## config.mk

```make
export PLATFORM = sky130hd
export DESIGN_NAME = aim_top
export DESIGN_NICKNAME = d
export VERILOG_FILES = /design/src/inc/aim_pkg.sv /design/src/aim_switch_decode.sv /design/src/aim_gain_calc.sv /design/src/aim_top.sv
export SDC_FILE = /design/constraint.sdc
export NUM_CORES = 1
export LEC_CHECK = 0
export ABC_CLOCK_PERIOD_IN_PS = 11800
export BUFFER_PORTS_ARGS = -buffer_cell sky130_fd_sc_hd__buf_2
export CAP_MARGIN = 20
export CORE_ASPECT_RATIO = 1.75
export CORE_UTILIZATION = 56
export CTS_CLUSTER_DIAMETER = 200
export DETAILED_ROUTE_END_ITERATION = 8
export PLACE_DENSITY = 0.84
export REMOVE_ABC_BUFFERS = 1
export SLEW_MARGIN = 25
export SYNTH_ARGS = -nofsm -noshare
export SYNTH_HDL_FRONTEND = slang
export SYNTH_SLANG_ARGS = --single-unit
```

## constraint.sdc

```tcl
create_clock -name sys_clk -period 11.8 [get_ports sys_clk]
set_input_delay 1.18 -clock sys_clk [delete_from_list [all_inputs] [get_ports sys_clk]]
set_output_delay 1.18 -clock sys_clk [all_outputs]
set_load 0.02 [all_outputs]
```

## src/inc/aim_pkg.sv

```systemverilog
// Purpose: shared constants for the analog input selector block
// Assumes: 32-bit AXI4-Lite register bus, byte addresses in the low 8 bits
// Notes: gains are carried in signed quarter-dB units
package aim_pkg;
	localparam int AIM_ADDR_W = 8;
	localparam int AIM_DATA_W = 32;
	localparam int AIM_STRB_W = 4;
	localparam int AIM_BYTE_W = 8;

	// register byte offsets
	localparam logic [7:0] AIM_OFF_SELECTOR = 8'h50;
	localparam logic [7:0] AIM_OFF_GAIN = 8'h58;
	localparam logic [7:0] AIM_OFF_STATUS = 8'h5c;
	localparam logic [7:0] AIM_OFF_POWER = 8'h60;
	localparam logic [7:0] AIM_OFF_SIGNAL = 8'h64;

	// field widths
	localparam int AIM_SEL_W = 15;
	localparam int AIM_GAIN_W = 6;
	localparam int AIM_PWR_W = 4;
	localparam int AIM_SIG_W = 7;
	localparam int AIM_SIG_PWR_W = 5;
	localparam int AIM_POS_W = 4;
	localparam int AIM_NEG_W = 8;
	localparam int AIM_QDB_W = 10;

	// reset values
	localparam logic [AIM_SEL_W-1:0] AIM_SEL_RESET = 15'h0000;
	localparam logic [AIM_GAIN_W-1:0] AIM_GAIN_RESET = 6'h00;
	localparam logic [AIM_PWR_W-1:0] AIM_PWR_RESET = 4'h0;
	localparam logic [AIM_SIG_W-1:0] AIM_SIG_RESET = 7'h00;

	// analog_input_selector fields
	localparam int AIM_SEL_ENABLE_BIT = 14;
	localparam int AIM_SEL_MIC_BIT = 13;
	localparam int AIM_SEL_TEMP_BIT = 12;
	localparam int AIM_SEL_POS_LSB = 8;
	localparam int AIM_SEL_NEG_LSB = 0;

	// amp_power_control fields
	localparam int AIM_PWR_BOOST_GAIN_BIT = 3;
	localparam int AIM_PWR_BOOST_UP_BIT = 2;
	localparam int AIM_PWR_AMP_UP_BIT = 1;
	localparam int AIM_PWR_REF_BIT = 0;

	// signal_path_control fields
	localparam int AIM_SIG_MUTE_BOOST_BIT = 6;
	localparam int AIM_SIG_MUTE_AMP_BIT = 5;

	// status fields
	localparam int AIM_STAT_ACTIVE_BIT = 0;
	localparam int AIM_STAT_MIC_BIT = 1;
	localparam int AIM_STAT_TEMP_BIT = 2;
	localparam int AIM_STAT_POS_LSB = 4;
	localparam int AIM_STAT_NEG_LSB = 8;
	localparam int AIM_STAT_QDB_LSB = 16;

	// gain in quarter-dB: -12dB at code 0, 0.75dB per step, boost adds 26dB
	localparam logic signed [AIM_QDB_W-1:0] AIM_GAIN_MIN_QDB = 10'sh3d0;
	localparam logic signed [AIM_QDB_W-1:0] AIM_GAIN_STEP_QDB = 10'sh003;
	localparam logic signed [AIM_QDB_W-1:0] AIM_GAIN_MAX_QDB = 10'sh08d;
	localparam logic signed [AIM_QDB_W-1:0] AIM_BOOST_QDB = 10'sh068;
	localparam logic [AIM_GAIN_W-1:0] AIM_GAIN_MIN_CODE = 6'h00;
	localparam logic [AIM_GAIN_W-1:0] AIM_GAIN_MAX_CODE = 6'h3f;

	localparam logic [1:0] AIM_RESP_OKAY = 2'h0;
	localparam logic [1:0] AIM_RESP_SLVERR = 2'h2;
endpackage

```

## src/aim_switch_decode.sv

```systemverilog
// Purpose: turns the selector word into analog switch closures
// Assumes: selector word is already registered
// Notes: purely combinational
`timescale 1ns/1ps
module aim_switch_decode
	import aim_pkg::*;
(
	input wire logic [aim_pkg::AIM_SEL_W-1:0] selector,
	output logic micPins,
	output logic tempCurrent,
	output logic [aim_pkg::AIM_POS_W-1:0] posPins,
	output logic [aim_pkg::AIM_NEG_W-1:0] negPins
);
	import aim_pkg::*;

	function automatic logic is_one_hot(input logic [AIM_POS_W-1:0] v);
		return (v != '0) && ((v & (v - 1'b1)) == '0);
	endfunction

	logic enable;
	logic [AIM_POS_W-1:0] posField;

	always_comb
	begin
		enable = selector[AIM_SEL_ENABLE_BIT];
		posField = selector[AIM_SEL_POS_LSB +: AIM_POS_W];
		micPins = enable && selector[AIM_SEL_MIC_BIT];
		tempCurrent = enable && selector[AIM_SEL_TEMP_BIT];
		// a pattern that is not one-hot would short odd pins together, so it opens all
		posPins = (enable && is_one_hot(posField)) ? posField : '0;
		negPins = enable ? selector[AIM_SEL_NEG_LSB +: AIM_NEG_W] : '0;
	end
endmodule

```

## src/aim_gain_calc.sv

```systemverilog
// Purpose: amplifier and boost gain in quarter-dB and path activity
// Assumes: inputs are register values
// Notes: purely combinational
`timescale 1ns/1ps
module aim_gain_calc
	import aim_pkg::*;
(
	input wire logic [aim_pkg::AIM_GAIN_W-1:0] gainCode,
	input wire logic [aim_pkg::AIM_PWR_W-1:0] powerCtl,
	output logic signed [aim_pkg::AIM_QDB_W-1:0] ampQdb,
	output logic signed [aim_pkg::AIM_QDB_W-1:0] pathQdb,
	output logic active
);
	import aim_pkg::*;

	always_comb
	begin
		// linear in the code, so monotonic from -12dB to 35.25dB
		ampQdb = AIM_GAIN_MIN_QDB + AIM_GAIN_STEP_QDB * $signed(AIM_QDB_W'(gainCode));
		pathQdb = powerCtl[AIM_PWR_BOOST_GAIN_BIT] ? ampQdb + AIM_BOOST_QDB : ampQdb;
		active = powerCtl[AIM_PWR_AMP_UP_BIT] && powerCtl[AIM_PWR_BOOST_UP_BIT];
	end
endmodule

```

## src/aim_top.sv

```systemverilog
// Purpose: analog input selector, amplifier gain and boost control behind AXI4-Lite
// Assumes: single clock, synchronous inputs, one outstanding read and write
// Notes: switch and gain outputs follow register writes by one clock
//
// Contract
// - selector enable clear opens every input switch; set follows other fields.
// - bit 13 connects microphone pins to amplifier inputs.
// - bit 12 routes temperature current onto amplifier negative input.
// - one-hot field bits 11..8 connects port B pin 7, 5, 3 or 1 positive.
// - each negative select bit n connects port B pin n independently.
// - six-bit gain code spans -12dB to 35.25dB in 0.75dB steps.
// - gain rises with code; 0x00 lowest, 0x3f highest.
// - path active only when amplifier and boost are both powered.
// - amplifier and boost mute independently via signal path control.
// - boost gives 0dB or 26dB, about 61dB total path maximum.
// - power register: bit3 boost gain, bit2 boost up, bit1 amp up, bit0 bandgap.
`timescale 1ns/1ps
module aim_top
	import aim_pkg::*;
(
	input wire logic sys_clk,
	input wire logic sys_rst,
	input wire logic awvalid,
	output logic awready,
	input wire logic [aim_pkg::AIM_ADDR_W-1:0] awaddr,
	input wire logic wvalid,
	output logic wready,
	input wire logic [aim_pkg::AIM_DATA_W-1:0] wdata,
	input wire logic [aim_pkg::AIM_STRB_W-1:0] wstrb,
	output logic bvalid,
	input wire logic bready,
	output logic [1:0] bresp,
	input wire logic arvalid,
	output logic arready,
	input wire logic [aim_pkg::AIM_ADDR_W-1:0] araddr,
	output logic rvalid,
	input wire logic rready,
	output logic [aim_pkg::AIM_DATA_W-1:0] rdata,
	output logic [1:0] rresp,
	output logic micPinsConnect,
	output logic tempCurrentConnect,
	output logic [aim_pkg::AIM_POS_W-1:0] posPinConnect,
	output logic [aim_pkg::AIM_NEG_W-1:0] negPinConnect,
	output logic ampPowerUp,
	output logic boostPowerUp,
	output logic boostGainHigh,
	output logic refBandgap,
	output logic ampMute,
	output logic boostMute,
	output logic [aim_pkg::AIM_SIG_PWR_W-1:0] pathPowerUps,
	output logic [aim_pkg::AIM_GAIN_W-1:0] ampGainCode,
	output logic signed [aim_pkg::AIM_QDB_W-1:0] ampGainQdb,
	output logic signed [aim_pkg::AIM_QDB_W-1:0] pathGainQdb,
	output logic pathActive
);
	import aim_pkg::*;

	////////////////////////////////////////////////////////////////////////////////
	// helpers

	function automatic logic [AIM_DATA_W-1:0] merge_bytes(
		input logic [AIM_DATA_W-1:0] oldVal,
		input logic [AIM_DATA_W-1:0] newVal,
		input logic [AIM_STRB_W-1:0] strb
	);
		logic [AIM_DATA_W-1:0] res;
		res = oldVal;
		for (int i = 0; i < AIM_STRB_W; i++)
		begin
			if (strb[i])
				res[i*AIM_BYTE_W +: AIM_BYTE_W] = newVal[i*AIM_BYTE_W +: AIM_BYTE_W];
		end
		return res;
	endfunction

	function automatic logic is_mapped(input logic [AIM_ADDR_W-1:0] a);
		logic [AIM_ADDR_W-1:0] word;
		word = {a[AIM_ADDR_W-1:2], 2'h0};
		return (word == AIM_OFF_SELECTOR) || (word == AIM_OFF_GAIN) ||
			(word == AIM_OFF_STATUS) || (word == AIM_OFF_POWER) || (word == AIM_OFF_SIGNAL);
	endfunction

	////////////////////////////////////////////////////////////////////////////////
	// declarations
	logic [AIM_SEL_W-1:0] selector_ff;
	logic [AIM_GAIN_W-1:0] gainCode_ff, gainOut_ff;
	logic [AIM_PWR_W-1:0] powerCtl_ff, powerOut_ff;
	logic [AIM_SIG_W-1:0] sigCtl_ff, sigOut_ff;
	logic awready_ff, wready_ff, bvalid_ff, arready_ff, rvalid_ff;
	logic [1:0] bresp_ff, rresp_ff;
	logic [AIM_ADDR_W-1:0] awAddr_ff, wrWord;
	logic [AIM_DATA_W-1:0] wData_ff, rdata_ff, statusWord, readWord;
	logic [AIM_STRB_W-1:0] wStrb_ff;
	logic micPins_ff, tempCurrent_ff, pathActive_ff, writeGo;
	logic [AIM_POS_W-1:0] posPins_ff, nxt_posPins;
	logic [AIM_NEG_W-1:0] negPins_ff, nxt_negPins;
	logic signed [AIM_QDB_W-1:0] ampQdb_ff, pathQdb_ff, nxt_ampQdb, nxt_pathQdb;
	logic nxt_micPins, nxt_tempCurrent, nxt_pathActive;

	////////////////////////////////////////////////////////////////////////////////
	// write channels: address and data are caught in either order
	assign writeGo = !awready_ff && !wready_ff && !bvalid_ff;
	assign wrWord = {awAddr_ff[AIM_ADDR_W-1:2], 2'h0};

	always_ff @(posedge sys_clk or posedge sys_rst)
	begin
		if (sys_rst)
		begin
			awready_ff <= 1'b1;
			wready_ff <= 1'b1;
			bvalid_ff <= 1'b0;
			bresp_ff <= AIM_RESP_OKAY;
			awAddr_ff <= '0;
			wData_ff <= '0;
			wStrb_ff <= '0;
		end
		else
		begin
			if (awvalid && awready_ff)
			begin
				awAddr_ff <= awaddr;
				awready_ff <= 1'b0;
			end
			if (wvalid && wready_ff)
			begin
				wData_ff <= wdata;
				wStrb_ff <= wstrb;
				wready_ff <= 1'b0;
			end
			if (writeGo)
			begin
				bvalid_ff <= 1'b1;
				bresp_ff <= is_mapped(awAddr_ff) ? AIM_RESP_OKAY : AIM_RESP_SLVERR;
			end
			// both readies reopen only after the response is taken
			if (bvalid_ff && bready)
			begin
				bvalid_ff <= 1'b0;
				awready_ff <= 1'b1;
				wready_ff <= 1'b1;
			end
		end
	end

	////////////////////////////////////////////////////////////////////////////////
	// control registers
	always_ff @(posedge sys_clk or posedge sys_rst)
	begin
		if (sys_rst)
		begin
			selector_ff <= AIM_SEL_RESET;
			gainCode_ff <= AIM_GAIN_RESET;
			powerCtl_ff <= AIM_PWR_RESET;
			sigCtl_ff <= AIM_SIG_RESET;
		end
		else if (writeGo)
		begin
			case (wrWord)
				AIM_OFF_SELECTOR:
					selector_ff <= AIM_SEL_W'(merge_bytes(AIM_DATA_W'(selector_ff), wData_ff, wStrb_ff));
				AIM_OFF_GAIN:
					gainCode_ff <= AIM_GAIN_W'(merge_bytes(AIM_DATA_W'(gainCode_ff), wData_ff, wStrb_ff));
				AIM_OFF_POWER:
					powerCtl_ff <= AIM_PWR_W'(merge_bytes(AIM_DATA_W'(powerCtl_ff), wData_ff, wStrb_ff));
				AIM_OFF_SIGNAL:
					sigCtl_ff <= AIM_SIG_W'(merge_bytes(AIM_DATA_W'(sigCtl_ff), wData_ff, wStrb_ff));
				default:
					selector_ff <= selector_ff;
			endcase
		end
	end

	////////////////////////////////////////////////////////////////////////////////
	// read channel
	always_comb
	begin
		statusWord = '0;
		statusWord[AIM_STAT_ACTIVE_BIT] = pathActive_ff;
		statusWord[AIM_STAT_MIC_BIT] = micPins_ff;
		statusWord[AIM_STAT_TEMP_BIT] = tempCurrent_ff;
		statusWord[AIM_STAT_POS_LSB +: AIM_POS_W] = posPins_ff;
		statusWord[AIM_STAT_NEG_LSB +: AIM_NEG_W] = negPins_ff;
		statusWord[AIM_STAT_QDB_LSB +: AIM_QDB_W] = pathQdb_ff;
	end

	always_comb
	begin
		case ({araddr[AIM_ADDR_W-1:2], 2'h0})
			AIM_OFF_SELECTOR:
				readWord = 32'(selector_ff);
			AIM_OFF_GAIN:
				readWord = 32'(gainCode_ff);
			AIM_OFF_STATUS:
				readWord = statusWord;
			AIM_OFF_POWER:
				readWord = 32'(powerCtl_ff);
			AIM_OFF_SIGNAL:
				readWord = 32'(sigCtl_ff);
			default:
				readWord = '0;
		endcase
	end

	always_ff @(posedge sys_clk or posedge sys_rst)
	begin
		if (sys_rst)
		begin
			arready_ff <= 1'b1;
			rvalid_ff <= 1'b0;
			rdata_ff <= '0;
			rresp_ff <= AIM_RESP_OKAY;
		end
		else if (arvalid && arready_ff)
		begin
			arready_ff <= 1'b0;
			rvalid_ff <= 1'b1;
			rdata_ff <= readWord;
			rresp_ff <= is_mapped(araddr) ? AIM_RESP_OKAY : AIM_RESP_SLVERR;
		end
		else if (rvalid_ff && rready)
		begin
			rvalid_ff <= 1'b0;
			arready_ff <= 1'b1;
		end
	end

	////////////////////////////////////////////////////////////////////////////////
	// analog controls, registered so the switches never see decode glitches
	aim_switch_decode switchDecode (
		.selector(selector_ff),
		.micPins(nxt_micPins),
		.tempCurrent(nxt_tempCurrent),
		.posPins(nxt_posPins),
		.negPins(nxt_negPins)
	);

	aim_gain_calc gainCalc (
		.gainCode(gainCode_ff),
		.powerCtl(powerCtl_ff),
		.ampQdb(nxt_ampQdb),
		.pathQdb(nxt_pathQdb),
		.active(nxt_pathActive)
	);

	always_ff @(posedge sys_clk or posedge sys_rst)
	begin
		if (sys_rst)
		begin
			micPins_ff <= 1'b0;
			tempCurrent_ff <= 1'b0;
			posPins_ff <= '0;
			negPins_ff <= '0;
		end
		else
		begin
			micPins_ff <= nxt_micPins;
			tempCurrent_ff <= nxt_tempCurrent;
			posPins_ff <= nxt_posPins;
			negPins_ff <= nxt_negPins;
		end
	end

	always_ff @(posedge sys_clk or posedge sys_rst)
	begin
		if (sys_rst)
		begin
			powerOut_ff <= AIM_PWR_RESET;
			sigOut_ff <= AIM_SIG_RESET;
			gainOut_ff <= AIM_GAIN_RESET;
			ampQdb_ff <= AIM_GAIN_MIN_QDB;
			pathQdb_ff <= AIM_GAIN_MIN_QDB;
			pathActive_ff <= 1'b0;
		end
		else
		begin
			powerOut_ff <= powerCtl_ff;
			sigOut_ff <= sigCtl_ff;
			gainOut_ff <= gainCode_ff;
			ampQdb_ff <= nxt_ampQdb;
			pathQdb_ff <= nxt_pathQdb;
			pathActive_ff <= nxt_pathActive;
		end
	end

	assign awready = awready_ff;
	assign wready = wready_ff;
	assign bvalid = bvalid_ff;
	assign bresp = bresp_ff;
	assign arready = arready_ff;
	assign rvalid = rvalid_ff;
	assign rdata = rdata_ff;
	assign rresp = rresp_ff;
	assign micPinsConnect = micPins_ff;
	assign tempCurrentConnect = tempCurrent_ff;
	assign posPinConnect = posPins_ff;
	assign negPinConnect = negPins_ff;
	assign boostGainHigh = powerOut_ff[AIM_PWR_BOOST_GAIN_BIT];
	assign boostPowerUp = powerOut_ff[AIM_PWR_BOOST_UP_BIT];
	assign ampPowerUp = powerOut_ff[AIM_PWR_AMP_UP_BIT];
	assign refBandgap = powerOut_ff[AIM_PWR_REF_BIT];
	assign boostMute = sigOut_ff[AIM_SIG_MUTE_BOOST_BIT];
	assign ampMute = sigOut_ff[AIM_SIG_MUTE_AMP_BIT];
	assign pathPowerUps = sigOut_ff[AIM_SIG_PWR_W-1:0];
	assign ampGainCode = gainOut_ff;
	assign ampGainQdb = ampQdb_ff;
	assign pathGainQdb = pathQdb_ff;
	assign pathActive = pathActive_ff;
endmodule

```

==> impl.org <==
** STA
- After layout, the minimum clock period comes to 3420 ps.
- Part of the cycle the worst path needs :: 29.0%
- For the pin with the worst max-slew slack, the measured transition is 869 ps.
- Worst hold slack :: approximately 400 ps
- The number of slew-limit violations in the final report was 0.
- RSZ-0062 raised after global routing :: no
- Total Negative Setup Slacks :: 0 ps
- Final setup vio count :: 0
- Number of hold violations in the final report :: 0
- Relative slew slack :: a little over two fifths
- Peak Freq :: 292 MHz
- Across the routed clock network, the largest skew measured is ~7 ps.

** Placed design
- DPL Wire Length :: 8530 microns
- Input/output buffers :: 120
- At the end of routability-driven placement, the weighted congestion stood at 0.833.

** Synth
- Fraction of synthesized cell area taken by the top area cell type :: 55.2%
- Fraction of synthesis flops using an asynchronous set or reset pin :: 100%
- Cell count after synthesis :: roughly 450
- Synth cell types :: 47
- The synthesized netlist occupies a cell area of 5570 sq um.
- Flops & latches, synth :: 136
- Warnings, synthesis :: 0
- Number of enable-type register cells in the synthesized netlist :: 0
- Most area-hungry cell type in the Yosys netlist :: sky130_fd_sc_hd__dfrtp_1
- After synthesis, flip-flops and latches occupy 61.3% of the total area.
- In this run the mean area of a mapped cell was 12.5 sq um.
- Among all flip-flop cells after synthesis, the most frequent one is sky130_fd_sc_hd__dfrtp_1.
- By area the synthesized netlist is led by sky130_fd_sc_hd__dfrtp_1 (55%), sky130_fd_sc_hd__mux2_2 (11%), sky130_fd_sc_hd__dfstp_2 (6.1%).

** Pwr
- The analysis attributes to cell leakage a power of 0.00353 uW.
- Clock power frac :: around 33%
- Net switching is 31.7% of the power.
- Part of the total power dissipated in sequential elements :: 42.8%
- Net Sw Power :: 531 uW
- Combinational share of power :: between 20 and 25%
- Dividing total power by cell area gives a power density of ~240 nW/um^2.
- Across the VDD grid, the largest voltage drop is 0.164 mV.
- The internal power of the cells totals between 1000 and 1500 uW.

** Clock tree
- Insertion delay to the later sink of the worst-skew pair :: 410 ps
- TritonCTS Buffers :: 17
- CTS H-tree lvls :: 4
- After clock tree synthesis, the clock-pin slew on the worst setup and hold paths is ~60 ps.
- Clock tree synthesis found a total of 136 sinks.
- Cts-stage hold buffer count :: 0
- TritonCTS built the clock tree.
- The clock passes through at most 2 buffers.
- Clock tree synthesis selected as its root buffer the cell sky130_fd_sc_hd__clkbuf_16.
- Post CTS Setup Buffer Count :: 0
- Number of gates given a new drive strength after cts :: 0

** Floorplan
- DIE AREA :: 10400 sq um
- In this run the horizontal extent of the chip is 77.4 microns.
- Starting density of the core :: 58.2%
- Measured along the y axis, the die boundary spans 134 microns.
- Placeable core region :: between 9000 and 10000 sq um
- For this design the top-level I/O count stands at 152.
- Row generation in the floorplan step produced between 40 and 50 rows.

** Global route
- Pin count of the biggest net entering global routing :: 72
- Number of antenna violations at the first check in global routing :: 0
- Number of global-route vias before repair :: 4135
- First-pass GRT wire length :: a little over 20000 microns
- GR Util All Layers :: 26.4%
- Summed over all layers, the global routing overflow is 0.

** Outcome
- The run finished with clean final reports.

** Min path
- The tightest min-delay check is of the reg -> reg type.
- In this run the most critical hold path is launched from sigCtl_ff[3]$_DFFE_PP0P_.

** Cells and area
- Compared with the post-synthesis result, the final layout area differs by 23.3%.
- The filler cells instantiated in the layout total 654.
- At the end of the flow, the number of nets in the layout was between 600 and 700.
- The repair_antennas step left the layout with diodes totalling 0.
- Total area of sequential cells :: 3420 sq um
- The multi-input combinational cells in the finished layout cover a total of 1980 sq um.
- Fraction of layout cells with a size suffix above 1 :: 39.2%
- At the end of the flow the core is filled with cells to roughly 72%.

** Setup path
- For the worst setup path, the data required time is 12130 ps.
- Crit Path Category :: reg -> reg
- CP Max Fanout :: 6
- Tracing the worst setup path back leads to its startpoint at gainCode_ff[1]$_DFFE_PP0P_.
- STA classifies the critical path startpoint as a register.
- The worst setup path is captured at a register.
- Crit path arrival time :: 3760 ps
- The startpoint identified for the worst register-to-register timing path is gainCode_ff[1]$_DFFE_PP0P_.

** Drt
- Count of vias placed by the detailed router :: between 3000 and 4000
- The highest layer touched by signal routing is met4.
- Wires add up to roughly 13000 microns.
- Avg WL per Cell :: between 15 and 20 microns
- For this block, wires on met1 add up to 4550 microns.
- Drc violations :: 0
- Post-detailed-route via-to-cell ratio :: 5.60
- Met2 WL :: roughly 7000 microns
- The count of nets left with antenna violations once routing finished came out at 0.
- In this run, the number of DRC markers left after iteration 0 of detailed routing was between 200 and 300.
- Initial DRT Pass Iterations :: 4
- Routed length on met3 :: 596 microns

** Job
- Max-Cap Viols :: 0
[worst max-delay path: stages, from the launching register on]
cell and delay (ps):
sky130_fd_sc_hd__dfrtp_1 460, sky130_fd_sc_hd__ha_1 230, sky130_fd_sc_hd__inv_1 60, sky130_fd_sc_hd__fa_1 400
sky130_fd_sc_hd__nand2b_1 180, sky130_fd_sc_hd__a21oi_1 310, sky130_fd_sc_hd__xnor2_1 150, sky130_fd_sc_hd__ha_1 260
sky130_fd_sc_hd__or4b_2 610, sky130_fd_sc_hd__o21ai_0 110, sky130_fd_sc_hd__a211oi_1 140, sky130_fd_sc_hd__or3_1 340
sky130_fd_sc_hd__o211ai_1 100
[path summary, 6_finish.rpt]
kind / end / slack, ps / cells after the start
max in group asynchronous: rvalid$_DFFE_PP0P_ / 9700 / 3
max: pathGainQdb[8]$_DFF_PP1_ / 8380 / 12
max reg2reg: pathGainQdb[8]$_DFF_PP1_ / 8380 / 12
min reg2reg: sigOut_ff[3]$_DFF_PP0_ / 400 / 0
min in group asynchronous: wData_ff[5]$_DFFE_PP0P_ / 840 / 2
min: sigOut_ff[3]$_DFF_PP0_ / 400 / 0
[cells in the final DEF (no fill, tap or decap), drive strengths merged, types with 11 or more instances in the layout]
cell and instances:
buf 123, nand2 48, dfstp 13, nor2 16, clkbuf 19, a22oi 11, o21ai 28, inv 18
dfrtp 123, and2 11, mux2 56
[stage by stage]
step	power (uW)	worst slack (ps)	instance area [sq um]	instances
after global placement	1090	8560	6250	674
after CTS	1680	8400	6870	706
final	1680	8380	6870	706
after global routing	1760	8170	6870	706
after detailed placement	1120	8450	6250	674
after floorplan	982	7000	5460	429
[final cells by class]
type | count | share of cell area (%)
Clock buffer | 19 | 6.44
Clock inverter | 13 | 2.59
Inverter | 18 | 1.06
Multi-Input combinational cell | 275 | 28.9
Sequential cell | 136 | 49.8
Tap cell | 122 | 2.22
Timing Repair Buffer | 123 | 9.07
[cells in the mapped netlist, drive strengths merged, types with 3 or more instances]
cell type / count
a222oi: 4
nand2b: 7
inv: 18
mux2: 56
nor3: 4
nand2: 48
nor3b: 3
o21ai: 28
dfrtp: 123
nor2: 16
and3: 8
a221oi: 4
clkbuf: 11
xnor2: 9
a21oi: 10
and2: 11
a22o: 3
a22oi: 11
a21o: 8
ha: 10
dfstp: 13
buf: 13
[sequential cells by signal, indices dropped and copies added (netlist names), 2 cells and up]
signal	cells
wStrb_ff	2
posPinConnect	4
negPinConnect	8
powerCtl_ff	4
wData_ff	15
gainCode_ff	6
ampGainCode	5
pathGainQdb	10
awAddr_ff	6
ampGainQdb	7
sigOut_ff	7
powerOut_ff	4
selector_ff	15
rdata	26
sigCtl_ff	7
[cells by family after synthesis]
logic type / count (synthesis) / synth area share, %
xor gates and xnor gates: 10 / 1.71
buffers and inverters: 42 / 3.66
and+or+nand+nor: 109 / 9.47
DFF: 136 / 61.3
adders and majority gates: 11 / 2.60
AOI/OAI and AO/OA: 80 / 9.65
muxes: 57 / 11.5
other: 1 / 0.0673
[per-layer routing]
metal  vias up  GRT usage [%]
li1       1792              -
met5         -              0
met3        32           5.92
met1      1971           28.4
met2       157           47.6
met4         0           13.6
[power groups by stage]
stage	clock (uW)	combinational (uW)	sequential, uW
after global routing	580	450	732
after CTS	557	412	716
after detailed placement	0	403	720
after global placement	0	381	709
after floorplan	0	240	743
final	548	410	717
No activity file was read; power rests on OpenSTA's default activity.
